$ cat config.mk
export PLATFORM = sky130hd
export DESIGN_NAME = uart_serial_modem_pin_logic
export DESIGN_NICKNAME = d
export VERILOG_FILES = /design/src/logic/serial_pin_pkg.sv /design/src/logic/uart_serial_modem_pin_logic.sv
export SDC_FILE = /design/constraint.sdc
export NUM_CORES = 1
export LEC_CHECK = 0
export ABC_AREA = 1
export ABC_CLOCK_PERIOD_IN_PS = 3250
export BUFFER_PORTS_ARGS = -buffer_cell sky130_fd_sc_hd__buf_2
export CAP_MARGIN = 20
export CORE_UTILIZATION = 60
export CTS_CLUSTER_SIZE = 25
export DETAILED_ROUTE_END_ITERATION = 10
export PLACE_DENSITY = 0.76
export SETUP_SLACK_MARGIN = 0.1
export SLEW_MARGIN = 30
export SYNTH_ARGS = -nofsm -noshare
export SYNTH_HDL_FRONTEND = slang
export SYNTH_SLANG_ARGS = --single-unit
export TNS_END_PERCENT = 30
$ cat constraint.sdc
create_clock -name clock -period 3.25 [get_ports clock]
set_clock_uncertainty 0.1 [all_clocks]
set_input_delay 0.975 -clock clock [delete_from_list [all_inputs] [get_ports clock]]
set_output_delay 0.975 -clock clock [all_outputs]
set_load 0.02 [all_outputs]
$ cat src/logic/serial_pin_pkg.sv
// Constants shared by the serial and modem pin logic.
// Assumes a 32-bit Avalon-MM register bus with byte addressing.
package serial_pin_pkg;
	localparam int ADDR_W     = 6;
	localparam int DATA_W     = 32;
	localparam int CHANNELS   = 2;
	// Register index within a channel, address bits [4:2]; bit 5 picks the channel
	localparam logic [2:0] REG_TX_DATA  = 3'h0;
	localparam logic [2:0] REG_MODEM    = 3'h1;
	localparam logic [2:0] REG_FEATURE  = 3'h2;
	localparam logic [2:0] REG_ENHANCED = 3'h3;
	localparam logic [2:0] REG_EXTMODE  = 3'h4;
	localparam logic [2:0] REG_STATUS   = 3'h5;
	localparam int CHAN_BIT   = 5;
	// Modem control fields
	localparam int MC_TERM_READY = 0;
	localparam int MC_REQ_SEND   = 1;
	localparam int MC_USER_OUT   = 3;
	localparam int MC_IR_SELECT  = 6;
	// Feature control fields
	localparam int FC_RX_INVERT  = 2;
	localparam int FC_AUTO_DIR   = 3;
	// Enhanced feature fields
	localparam int EF_AUTO_RTS   = 6;
	localparam int EF_AUTO_CTS   = 7;
	// Extended mode fields
	localparam int EM_DIR_INVERT = 3;
	// Status fields
	localparam int ST_CTS    = 0;
	localparam int ST_DSR    = 1;
	localparam int ST_CD     = 2;
	localparam int ST_RI     = 3;
	localparam int ST_RX     = 4;
	localparam int ST_BUSY   = 5;
	localparam logic [7:0] REG_RESET = 8'h00;
	// Transmit timing
	localparam int BIT_CYCLES  = 16;
	localparam int IR_PULSE    = (BIT_CYCLES * 3 / 16 < 1) ? 1 : BIT_CYCLES * 3 / 16;
	localparam int FRAME_BITS  = 10;
	localparam int FIFO_DEPTH  = 8;
	localparam int FIFO_WIDTH  = 8;
	typedef enum logic [0:0] {
		TX_IDLE  = 1'b0,
		TX_SHIFT = 1'b1
	} tx_state_t;
endpackage

$ cat src/logic/uart_serial_modem_pin_logic.sv
// Serial and modem pin logic of two channels, with a small transmit path per channel.
// Assumes an Avalon-MM master, pins synchronous to clock, and channel interrupts
// generated elsewhere and fed in on irq_in_chN.
//
// Operation
// - Infrared select clear means plain serial transmit and receive path.
// - Plain mode transmit pin sits high in reset and while idle.
// - Infrared select set routes data through encoder and decoder; idle low.
// - Infrared receive idles low; feature bit 2 inverts it before decoding.
// - User-output bit set drives user pin low and enables interrupt pin.
// - User-output bit clear floats interrupt pin and drives user pin high.
// - Clear-to-send is a readable input and optional automatic transmit gate.
// - Terminal-ready and request-to-send are active-low software outputs.
// - Set-ready, carrier and ring are readable inputs with no serial effect.
// - Request-to-send can be half-duplex direction, polarity selectable.
// - Bus isolate input makes all bus activity ignored.
// - Direction goes receive after each frame's stop bit, transmit when the shifter starts a frame.
// - Direction control off after reset; high receive, low transmit.
//
// Design decisions made here: the placing of the registers and the Avalon-MM slave port.

`timescale 1ns/1ps
`default_nettype none

module fifo_buffer #(
	parameter int WIDTH = 8,
	parameter int DEPTH = 8
) (
	input  wire logic             clock,
	input  wire logic             rstn,
	input  wire logic             inValid,
	output logic                  inReady,
	input  wire logic [WIDTH-1:0] inData,
	output logic                  outValid,
	input  wire logic             outReady,
	output logic      [WIDTH-1:0] outData
);
	localparam int PW = (DEPTH > 1) ? $clog2(DEPTH) : 1;
	logic [WIDTH-1:0] mem_q [DEPTH];
	logic [PW-1:0]    wrPtr_q;
	logic [PW-1:0]    rdPtr_q;
	logic [PW:0]      count_q;
	logic             push;
	logic             pop;

	assign inReady  = (count_q != (PW+1)'(DEPTH));
	assign outValid = (count_q != '0);
	assign outData  = mem_q[rdPtr_q];
	assign push     = inValid && inReady;
	assign pop      = outValid && outReady;

	always_ff @(posedge clock) begin
		if (push) begin
			mem_q[wrPtr_q] <= inData;
		end
	end

	always_ff @(posedge clock or negedge rstn) begin
		if (!rstn) begin
			wrPtr_q <= '0;
			rdPtr_q <= '0;
			count_q <= '0;
		end else begin
			if (push) begin
				wrPtr_q <= (wrPtr_q == PW'(DEPTH-1)) ? '0 : wrPtr_q + 1'b1;
			end
			if (pop) begin
				rdPtr_q <= (rdPtr_q == PW'(DEPTH-1)) ? '0 : rdPtr_q + 1'b1;
			end
			if (push && !pop) begin
				count_q <= count_q + 1'b1;
			end else if (pop && !push) begin
				count_q <= count_q - 1'b1;
			end
		end
	end
endmodule

module uart_serial_modem_pin_logic #(
	parameter int BIT_LEN = serial_pin_pkg::BIT_CYCLES,
	parameter int FDEPTH  = serial_pin_pkg::FIFO_DEPTH
) (
	input  wire logic                              clock,
	input  wire logic                              rstn,
	input  wire logic [serial_pin_pkg::ADDR_W-1:0] address,
	input  wire logic                              read,
	input  wire logic                              write,
	input  wire logic [serial_pin_pkg::DATA_W-1:0] writedata,
	input  wire logic [3:0]                        byteenable,
	output logic      [serial_pin_pkg::DATA_W-1:0] readdata,
	output logic                                   waitrequest,
	input  wire logic                              bus_isolate_in,
	input  wire logic                              irq_in_ch0,
	input  wire logic                              irq_in_ch1,
	output logic                                   irq_out_ch0,
	output logic                                   irq_out_oe_ch0,
	output logic                                   irq_out_ch1,
	output logic                                   irq_out_oe_ch1,
	output logic                                   serial_tx_out_ch0,
	output logic                                   serial_tx_out_ch1,
	input  wire logic                              serial_rx_in_ch0,
	input  wire logic                              serial_rx_in_ch1,
	output logic                                   req_to_send_n_ch0,
	output logic                                   req_to_send_n_ch1,
	input  wire logic                              clear_to_send_n_ch0,
	input  wire logic                              clear_to_send_n_ch1,
	output logic                                   terminal_ready_n_ch0,
	output logic                                   terminal_ready_n_ch1,
	input  wire logic                              set_ready_n_ch0,
	input  wire logic                              set_ready_n_ch1,
	input  wire logic                              carrier_detect_n_ch0,
	input  wire logic                              carrier_detect_n_ch1,
	input  wire logic                              ring_indicate_n_ch0,
	input  wire logic                              ring_indicate_n_ch1,
	output logic                                   user_out_n_ch0,
	output logic                                   user_out_n_ch1
);
	import serial_pin_pkg::*;

	localparam int PHW = (BIT_LEN > 1) ? $clog2(BIT_LEN) : 1;
	localparam int IRP = (BIT_LEN * 3 / 16 < 1) ? 1 : BIT_LEN * 3 / 16;

	logic [7:0]  modem_control_reg_q    [CHANNELS];
	logic [7:0]  feature_control_reg_q  [CHANNELS];
	logic [7:0]  enhanced_feature_reg_q [CHANNELS];
	logic [7:0]  extended_mode_reg_q    [CHANNELS];
	logic [7:0]  status_q               [CHANNELS];
	logic        txPin_q                [CHANNELS];
	logic        rtsPin_q               [CHANNELS];
	logic        dtrPin_q               [CHANNELS];
	logic        userPin_q              [CHANNELS];
	logic        irqPin_q               [CHANNELS];
	logic        irqOe_q                [CHANNELS];
	logic        fifoInReady            [CHANNELS];
	logic        fifoOutValid           [CHANNELS];
	logic        fifoOutReady           [CHANNELS];
	logic [7:0]  fifoOutData            [CHANNELS];
	logic        rxIn                   [CHANNELS];
	logic        ctsIn                  [CHANNELS];
	logic        dsrIn                  [CHANNELS];
	logic        cdIn                   [CHANNELS];
	logic        riIn                   [CHANNELS];
	logic        irqIn                  [CHANNELS];

	logic [DATA_W-1:0] readdata_q;
	logic              waitrequest_q;
	logic [2:0]        regSel;
	logic              chanSel;
	logic              isolated;
	logic              txFull;
	logic              ack;
	logic              doWrite;

	assign rxIn  = '{serial_rx_in_ch0, serial_rx_in_ch1};
	assign ctsIn = '{clear_to_send_n_ch0, clear_to_send_n_ch1};
	assign dsrIn = '{set_ready_n_ch0, set_ready_n_ch1};
	assign cdIn  = '{carrier_detect_n_ch0, carrier_detect_n_ch1};
	assign riIn  = '{ring_indicate_n_ch0, ring_indicate_n_ch1};
	assign irqIn = '{irq_in_ch0, irq_in_ch1};

	assign regSel   = address[4:2];
	assign chanSel  = address[CHAN_BIT];
	assign isolated = bus_isolate_in;
	// A full transmit buffer stalls the write instead of dropping the byte
	assign txFull   = write && !isolated && (regSel == REG_TX_DATA) && !fifoInReady[chanSel];
	assign ack      = (read || write) && waitrequest_q && !txFull;
	assign doWrite  = ack && write && !isolated && byteenable[0];

	// Answer one cycle after the request is seen, then re-arm
	always_ff @(posedge clock or negedge rstn) begin
		if (!rstn) begin
			waitrequest_q <= 1'b1;
		end else begin
			waitrequest_q <= !ack;
		end
	end

	always_ff @(posedge clock or negedge rstn) begin
		if (!rstn) begin
			readdata_q <= '0;
		end else if (ack && read) begin
			readdata_q <= '0;
			if (isolated) begin
				readdata_q <= '0;
			end else if (regSel == REG_MODEM) begin
				readdata_q[7:0] <= modem_control_reg_q[chanSel];
			end else if (regSel == REG_FEATURE) begin
				readdata_q[7:0] <= feature_control_reg_q[chanSel];
			end else if (regSel == REG_ENHANCED) begin
				readdata_q[7:0] <= enhanced_feature_reg_q[chanSel];
			end else if (regSel == REG_EXTMODE) begin
				readdata_q[7:0] <= extended_mode_reg_q[chanSel];
			end else if (regSel == REG_STATUS) begin
				readdata_q[7:0] <= status_q[chanSel];
			end
		end
	end

	assign readdata    = readdata_q;
	assign waitrequest = waitrequest_q;

	for (genvar ch = 0; ch < CHANNELS; ch++) begin : g_chan
		tx_state_t  state_q;
		logic [9:0] shift_q;
		logic [3:0] bitCnt_q;
		logic [PHW-1:0] phase_q;
		logic       chWrite;
		logic       ctsBlock;
		logic       busy;
		logic       irMode;
		logic       rxLine;

		assign chWrite  = doWrite && (chanSel == 1'(ch));
		assign irMode   = modem_control_reg_q[ch][MC_IR_SELECT];
		assign ctsBlock = enhanced_feature_reg_q[ch][EF_AUTO_CTS] && ctsIn[ch];
		assign fifoOutReady[ch] = (state_q == TX_IDLE) && !ctsBlock;
		assign busy = (state_q == TX_SHIFT);
		// Decoder sees the optionally inverted line; a high pulse marks a zero bit
		assign rxLine = irMode ?
			!(rxIn[ch] ^ feature_control_reg_q[ch][FC_RX_INVERT]) : rxIn[ch];

		fifo_buffer #(
			.WIDTH (FIFO_WIDTH),
			.DEPTH (FDEPTH)
		) u_tx_fifo (
			.clock    (clock),
			.rstn     (rstn),
			.inValid  (chWrite && (regSel == REG_TX_DATA)),
			.inReady  (fifoInReady[ch]),
			.inData   (writedata[7:0]),
			.outValid (fifoOutValid[ch]),
			.outReady (fifoOutReady[ch]),
			.outData  (fifoOutData[ch])
		);

		always_ff @(posedge clock or negedge rstn) begin
			if (!rstn) begin
				modem_control_reg_q[ch]    <= REG_RESET;
				feature_control_reg_q[ch]  <= REG_RESET;
				enhanced_feature_reg_q[ch] <= REG_RESET;
				extended_mode_reg_q[ch]    <= REG_RESET;
			end else if (chWrite) begin
				if (regSel == REG_MODEM) begin
					modem_control_reg_q[ch] <= writedata[7:0];
				end else if (regSel == REG_FEATURE) begin
					feature_control_reg_q[ch] <= writedata[7:0];
				end else if (regSel == REG_ENHANCED) begin
					enhanced_feature_reg_q[ch] <= writedata[7:0];
				end else if (regSel == REG_EXTMODE) begin
					extended_mode_reg_q[ch] <= writedata[7:0];
				end
			end
		end

		// Start, eight data bits LSB first, one stop bit
		always_ff @(posedge clock or negedge rstn) begin
			if (!rstn) begin
				state_q  <= TX_IDLE;
				shift_q  <= '1;
				bitCnt_q <= '0;
				phase_q  <= '0;
			end else begin
				case (state_q)
					TX_IDLE: begin
						if (fifoOutValid[ch] && fifoOutReady[ch]) begin
							state_q  <= TX_SHIFT;
							shift_q  <= {1'b1, fifoOutData[ch], 1'b0};
							bitCnt_q <= '0;
							phase_q  <= '0;
						end
					end
					TX_SHIFT: begin
						if (phase_q == PHW'(BIT_LEN-1)) begin
							phase_q  <= '0;
							shift_q  <= {1'b1, shift_q[9:1]};
							bitCnt_q <= bitCnt_q + 1'b1;
							if (bitCnt_q == 4'(FRAME_BITS-1)) begin
								state_q <= TX_IDLE;
							end
						end else begin
							phase_q <= phase_q + 1'b1;
						end
					end
					default: state_q <= TX_IDLE;
				endcase
			end
		end

		// Pin stage; one cycle behind the shifter
		always_ff @(posedge clock or negedge rstn) begin
			if (!rstn) begin
				txPin_q[ch] <= 1'b1;
			end else if (irMode) begin
				txPin_q[ch] <= busy && !shift_q[0] && (phase_q < PHW'(IRP));
			end else begin
				txPin_q[ch] <= busy ? shift_q[0] : 1'b1;
			end
		end

		always_ff @(posedge clock or negedge rstn) begin
			if (!rstn) begin
				rtsPin_q[ch] <= 1'b1;
				dtrPin_q[ch] <= 1'b1;
			end else begin
				dtrPin_q[ch] <= !modem_control_reg_q[ch][MC_TERM_READY];
				if (feature_control_reg_q[ch][FC_AUTO_DIR]) begin
					// Low while sending, high while receiving, unless inverted
					rtsPin_q[ch] <= !busy ^ extended_mode_reg_q[ch][EM_DIR_INVERT];
				end else begin
					rtsPin_q[ch] <= !modem_control_reg_q[ch][MC_REQ_SEND];
				end
			end
		end

		always_ff @(posedge clock or negedge rstn) begin
			if (!rstn) begin
				userPin_q[ch] <= 1'b1;
				irqOe_q[ch]   <= 1'b0;
				irqPin_q[ch]  <= 1'b0;
			end else begin
				userPin_q[ch] <= !modem_control_reg_q[ch][MC_USER_OUT];
				irqOe_q[ch]   <= modem_control_reg_q[ch][MC_USER_OUT];
				irqPin_q[ch]  <= irqIn[ch];
			end
		end

		// Modem inputs feed status; only clear-to-send also reaches the shifter, through EF_AUTO_CTS
		always_ff @(posedge clock or negedge rstn) begin
			if (!rstn) begin
				status_q[ch] <= REG_RESET;
			end else begin
				status_q[ch]          <= '0;
				status_q[ch][ST_CTS]  <= !ctsIn[ch];
				status_q[ch][ST_DSR]  <= !dsrIn[ch];
				status_q[ch][ST_CD]   <= !cdIn[ch];
				status_q[ch][ST_RI]   <= !riIn[ch];
				status_q[ch][ST_RX]   <= rxLine;
				status_q[ch][ST_BUSY] <= busy;
			end
		end
	end

	assign serial_tx_out_ch0    = txPin_q[0];
	assign serial_tx_out_ch1    = txPin_q[1];
	assign req_to_send_n_ch0    = rtsPin_q[0];
	assign req_to_send_n_ch1    = rtsPin_q[1];
	assign terminal_ready_n_ch0 = dtrPin_q[0];
	assign terminal_ready_n_ch1 = dtrPin_q[1];
	assign user_out_n_ch0       = userPin_q[0];
	assign user_out_n_ch1       = userPin_q[1];
	assign irq_out_ch0          = irqPin_q[0];
	assign irq_out_ch1          = irqPin_q[1];
	assign irq_out_oe_ch0       = irqOe_q[0];
	assign irq_out_oe_ch1       = irqOe_q[1];
endmodule

`default_nettype wire

==> Implementation_results.wiki <==
{| class="wikitable"
! Metric !! Value
|-
| Net load switching power || 0.00191 W
|-
| Iter 0 DRT Violations || 865
|-
| TritonCTS clock tree || built
|-
| Number of synthesized register bits || 281
|-
| Worst setup EP type || flip-flop
|-
| Final Slew Violations || 0
|-
| Post-synthesis sequential area ratio || 0.594
|-
| Placement row count || 53
|-
| Global Route Usage Sum || 0.274
|-
| Cell taking the most area after synthesis || sky130_fd_sc_hd__edfxtp_1
|-
| Combinational fraction of design power || 0.088
|-
| Total count of hold-check failures in the final report || 0
|-
| Netlist cell types || 38
|-
| Headroom to the max-slew limit || 0.373
|-
| Data required, critical path || 3.62 ns
|-
| Boundary Pins || 104
|-
| Share of layout cells above drive strength 1 || 0.125
|-
| Final Critical Period || 2.66 ns
|-
| Classification of the worst setup path || in -> reg
|-
| Area growth from synthesis to layout || 11.7%
|-
| Setup slack of the worst register-to-register path || 0.70 ns
|-
| Floorplan die height || 149 µm
|-
| R2r worst-path depth || 14
|-
| Per-cell via count in the routed design || 5.60
|-
| Drt total wl || 29200 µm
|-
| Top area cells in the synthesized netlist || sky130_fd_sc_hd__edfxtp_1, sky130_fd_sc_hd__dfrtp_1, sky130_fd_sc_hd__nand2_1
|-
| Delay contributed by the slowest stage of the critical path || 0.30 ns
|-
| Post-synth EDFFs || 128
|-
| Most repeated library cell on the critical path || sky130_fd_sc_hd__nor2_1
|-
| Number of antenna violations at the first check in global routing || 0
|-
| Global-route wire length before repair || 47200 µm
|-
| Final-stage net count || 1502
|-
| Half-perimeter wire length of the detailed placement result || 18000 µm
|-
| Buffers added on ports || 50
|-
| Crit. Startpoint || address[3]
|-
| Clock root buffer master || sky130_fd_sc_hd__clkbuf_16
|-
| Result of the run || finished, final reports clean
|-
| Total number of yosys warnings || 0
|-
| Largest net degree at the start of global routing || 67
|-
| Mean area per synthesized cell || 9.51 µm²
|-
| Share of flip-flops with an asynchronous set or reset || 0.544
|-
| Router iterations before antenna repair || 5
|-
| Final count of negative-setup-slack endpoints || 0
|-
| Sequential fraction of design power || 0.497
|-
| H-tree level count || 1
|-
| Total negative slack || 0 ns
|-
| Sum of internal, switching and leakage power || 0.00806 W
|-
| Width of the die || 149 µm
|-
| Count of hold buffers inserted by post-cts repair || 0
|-
| Area of the core || 0.0211 mm²
|-
| Critical path arrival || 3.03 ns
|-
| Leakage power figure || 6.29 nW
|-
| Final design utilization || 0.687
|-
| Synth Instances || 1365
|-
| Vias in the first global route || 9053
|-
| DIE AREA || 0.0222 mm²
|-
| Endpoint of the lowest-slack register-to-register path || g_chan[0].u_tx_fifo.count_q[3]$_DFFE_PN0P_
|-
| Overflow left after global routing || 0
|-
| Ratio of total power to cell area || 556 mW/mm²
|-
| Gpl congestion || 0.832
|-
| Number of gates given a new drive strength after cts || 0
|-
| Post-route DRC violation count || 0
|-
| Fmax || 377 MHz
|-
| End of the critical path || g_chan[0].u_tx_fifo.count_q[3]$_DFFE_PN0P_
|-
| Most common cell after layout, fill and taps aside || sky130_fd_sc_hd__nand2_1
|-
| Top-area cell type share of the netlist area || 0.296
|-
| Cts bufs inserted || 29
|-
| Peak ir drop on the vdd network || 0.000412 V
|-
| Total number of vias || 9624
|-
| Post-Synthesis Cell Area || 0.0130 mm²
|-
| Total of fill cells in the finished design || 1562
|-
| Hold Slack || 0.289 ns
|-
| Final routed wire length divided by cell count || 17.0 µm
|-
| Slew at the pin closest to its max-slew limit || 0.940 ns
|-
| Clock-pin slew on the worst setup and hold paths || 0.06 ns
|-
| CTS Buffer Depth || 3
|-
| Cell breakdown of the critical path || buf_2 > nor2_1 > nand2_2 > nor2_1 > nand3_2 > nand4_2 > nor2_1 > ha_1 > inv_1 > ha_1 > a21o_1 > a21oi_1 > xor2_1 > nand2_1 > nand2_1
|-
| Sinks on Clock Net || 281
|-
| # Post-CTS Setup Buffers || 0
|-
| Top_reg_cell synth || sky130_fd_sc_hd__edfxtp_1
|-
| Clock latency on the worst-skew pair || 0.54 ns
|-
| Hold/Removal Path Class || reg -> reg
|-
| Worst Path Max Fanout || 5
|-
| Sort of element at the start of the critical path || input pin
|-
| Reported max-cap violation count || 0
|-
| Share of power burned in the clock network || 0.414
|-
| Highest-count cells in the layout ignoring fill and taps || sky130_fd_sc_hd__nand2_1, sky130_fd_sc_hd__edfxtp_1, sky130_fd_sc_hd__dfrtp_1
|-
| Slowest cell on the critical path || sky130_fd_sc_hd__ha_1
|-
| Fin crit share || 0.817
|-
| Setup repair after global routing missed its margin || false
|-
| Switching fraction of total power || 0.237
|-
| Cell internal power dissipation || 0.00615 W
|-
| Effective utilization at floorplan || 0.615
|-
| Remaining antenna violation count after routing || 0
|-
| RR Startpoint || g_chan[0].u_tx_fifo.count_q[0]$_DFFE_PN0P_
|-
| Antenna diode instance count || 0
|}
[how the worst min path moves through the flow]
| stage | from | to | slack [ns] | cells past startpoint |
|---|---|---|---|---|
| 3_5_place_dp | modem_control_reg_q[3]$_DFFE_PN0P_ | irq_out_oe_ch1$_DFF_PN0_ | 0.28 | 0 |
| 3_3_place_gp | modem_control_reg_q[3]$_DFFE_PN0P_ | irq_out_oe_ch1$_DFF_PN0_ | 0.27 | 0 |
| 5_1_grt | modem_control_reg_q[11]$_DFFE_PN0P_ | irq_out_oe_ch0$_DFF_PN0_ | 0.30 | 0 |
| 4_1_cts | modem_control_reg_q[8]$_DFFE_PN0P_ | terminal_ready_n_ch0$_DFF_PN1_ | 0.29 | 1 |
| 6_report | modem_control_reg_q[3]$_DFFE_PN0P_ | irq_out_oe_ch1$_DFF_PN0_ | 0.29 | 0 |
| 2_1_floorplan | g_chan[0].busy$_DFF_PN0_ | status_q[13]$_DFF_PN0_ | 0.25 | 0 |
[synthesized netlist by cell type (20+ instances only)]
cell and number:
sky130_fd_sc_hd__dfstp_2 27, sky130_fd_sc_hd__inv_1 117, sky130_fd_sc_hd__edfxtp_1 128, sky130_fd_sc_hd__nor2_1 123
sky130_fd_sc_hd__buf_4 32, sky130_fd_sc_hd__nand3_1 116, sky130_fd_sc_hd__buf_2 26, sky130_fd_sc_hd__o22ai_1 31
sky130_fd_sc_hd__dfrtp_1 126, sky130_fd_sc_hd__clkbuf_1 34, sky130_fd_sc_hd__nand2_1 324, sky130_fd_sc_hd__ha_1 20
sky130_fd_sc_hd__o21ai_0 113, sky130_fd_sc_hd__o21bai_1 64
[cell type report]
type                    count  area (µm²)  area share
well taps                 275         344      0.0237
multi-input cells         892        4400       0.303
flip-flops and latches    281        7710       0.532
repair buffers             95         619      0.0427
clock buffers              35         768      0.0530
inverters                 122         458      0.0316
clock inverters            18         196      0.0136
[through the flow]
step	setup slack, ns	area, µm²	std cells
floorplan	0.273	13100	1388
global placement	0.104	13500	1665
detailed placement	0.0430	13500	1665
CTS	0.601	14500	1718
global route	0.365	14500	1718
finish	0.594	14500	1718
[kinds of logic after synthesis]
group           share of synthesized area
compound gates                      0.108
xor+xnor                          0.00945
fa+ha+maj                          0.0224
buf+inv                            0.0740
flops                               0.594
other cells                      0.000289
simple gates                        0.192
[state kept, by name, indices dropped and copies added (netlist names), 2 cells and up]
register	cells
g_chan.u_tx_fifo.mem_q	128
g_chan.shift_q	18
enhanced_feature_reg_q	16
extended_mode_reg_q	16
feature_control_reg_q	16
modem_control_reg_q	14
status_q	12
g_chan.bitCnt_q	8
g_chan.phase_q	8
g_chan.u_tx_fifo.count_q	8
readdata	8
g_chan.u_tx_fifo.rdPtr_q	6
g_chan.u_tx_fifo.wrPtr_q	6
g_chan.busy	2
g_chan.irMode	2
[metal layers]
| layer | track usage | routed length (µm) |
|---|---|---|
| met2 | 0.439 | 14000 |
| met1 | 0.391 | 12200 |
| met5 | 0 | 0 |
| met3 | 0.0364 | 2230 |
| met4 | 0.0842 | 755 |
[power by group through the flow]
stage                     clock network, W  logic [W]  registers, W
final                              0.00334   0.000712       0.00401
after global placement                   0   0.000689       0.00407
after global routing               0.00354   0.000809       0.00403
after detailed placement                 0   0.000709       0.00408
after CTS                          0.00339   0.000716       0.00401
after floorplan                          0   0.000451       0.00409
[critical path, delay by kind of cell]
family | cells | cell delay, ns
and+or+nand+nor | 8 | 0.81
adders and majority gates | 2 | 0.53
AOI/OAI and AO/OA | 2 | 0.33
buffers and inverters | 2 | 0.23
xor gates and xnor gates | 1 | 0.15
Note: power is estimated with default switching activity, not from simulation.
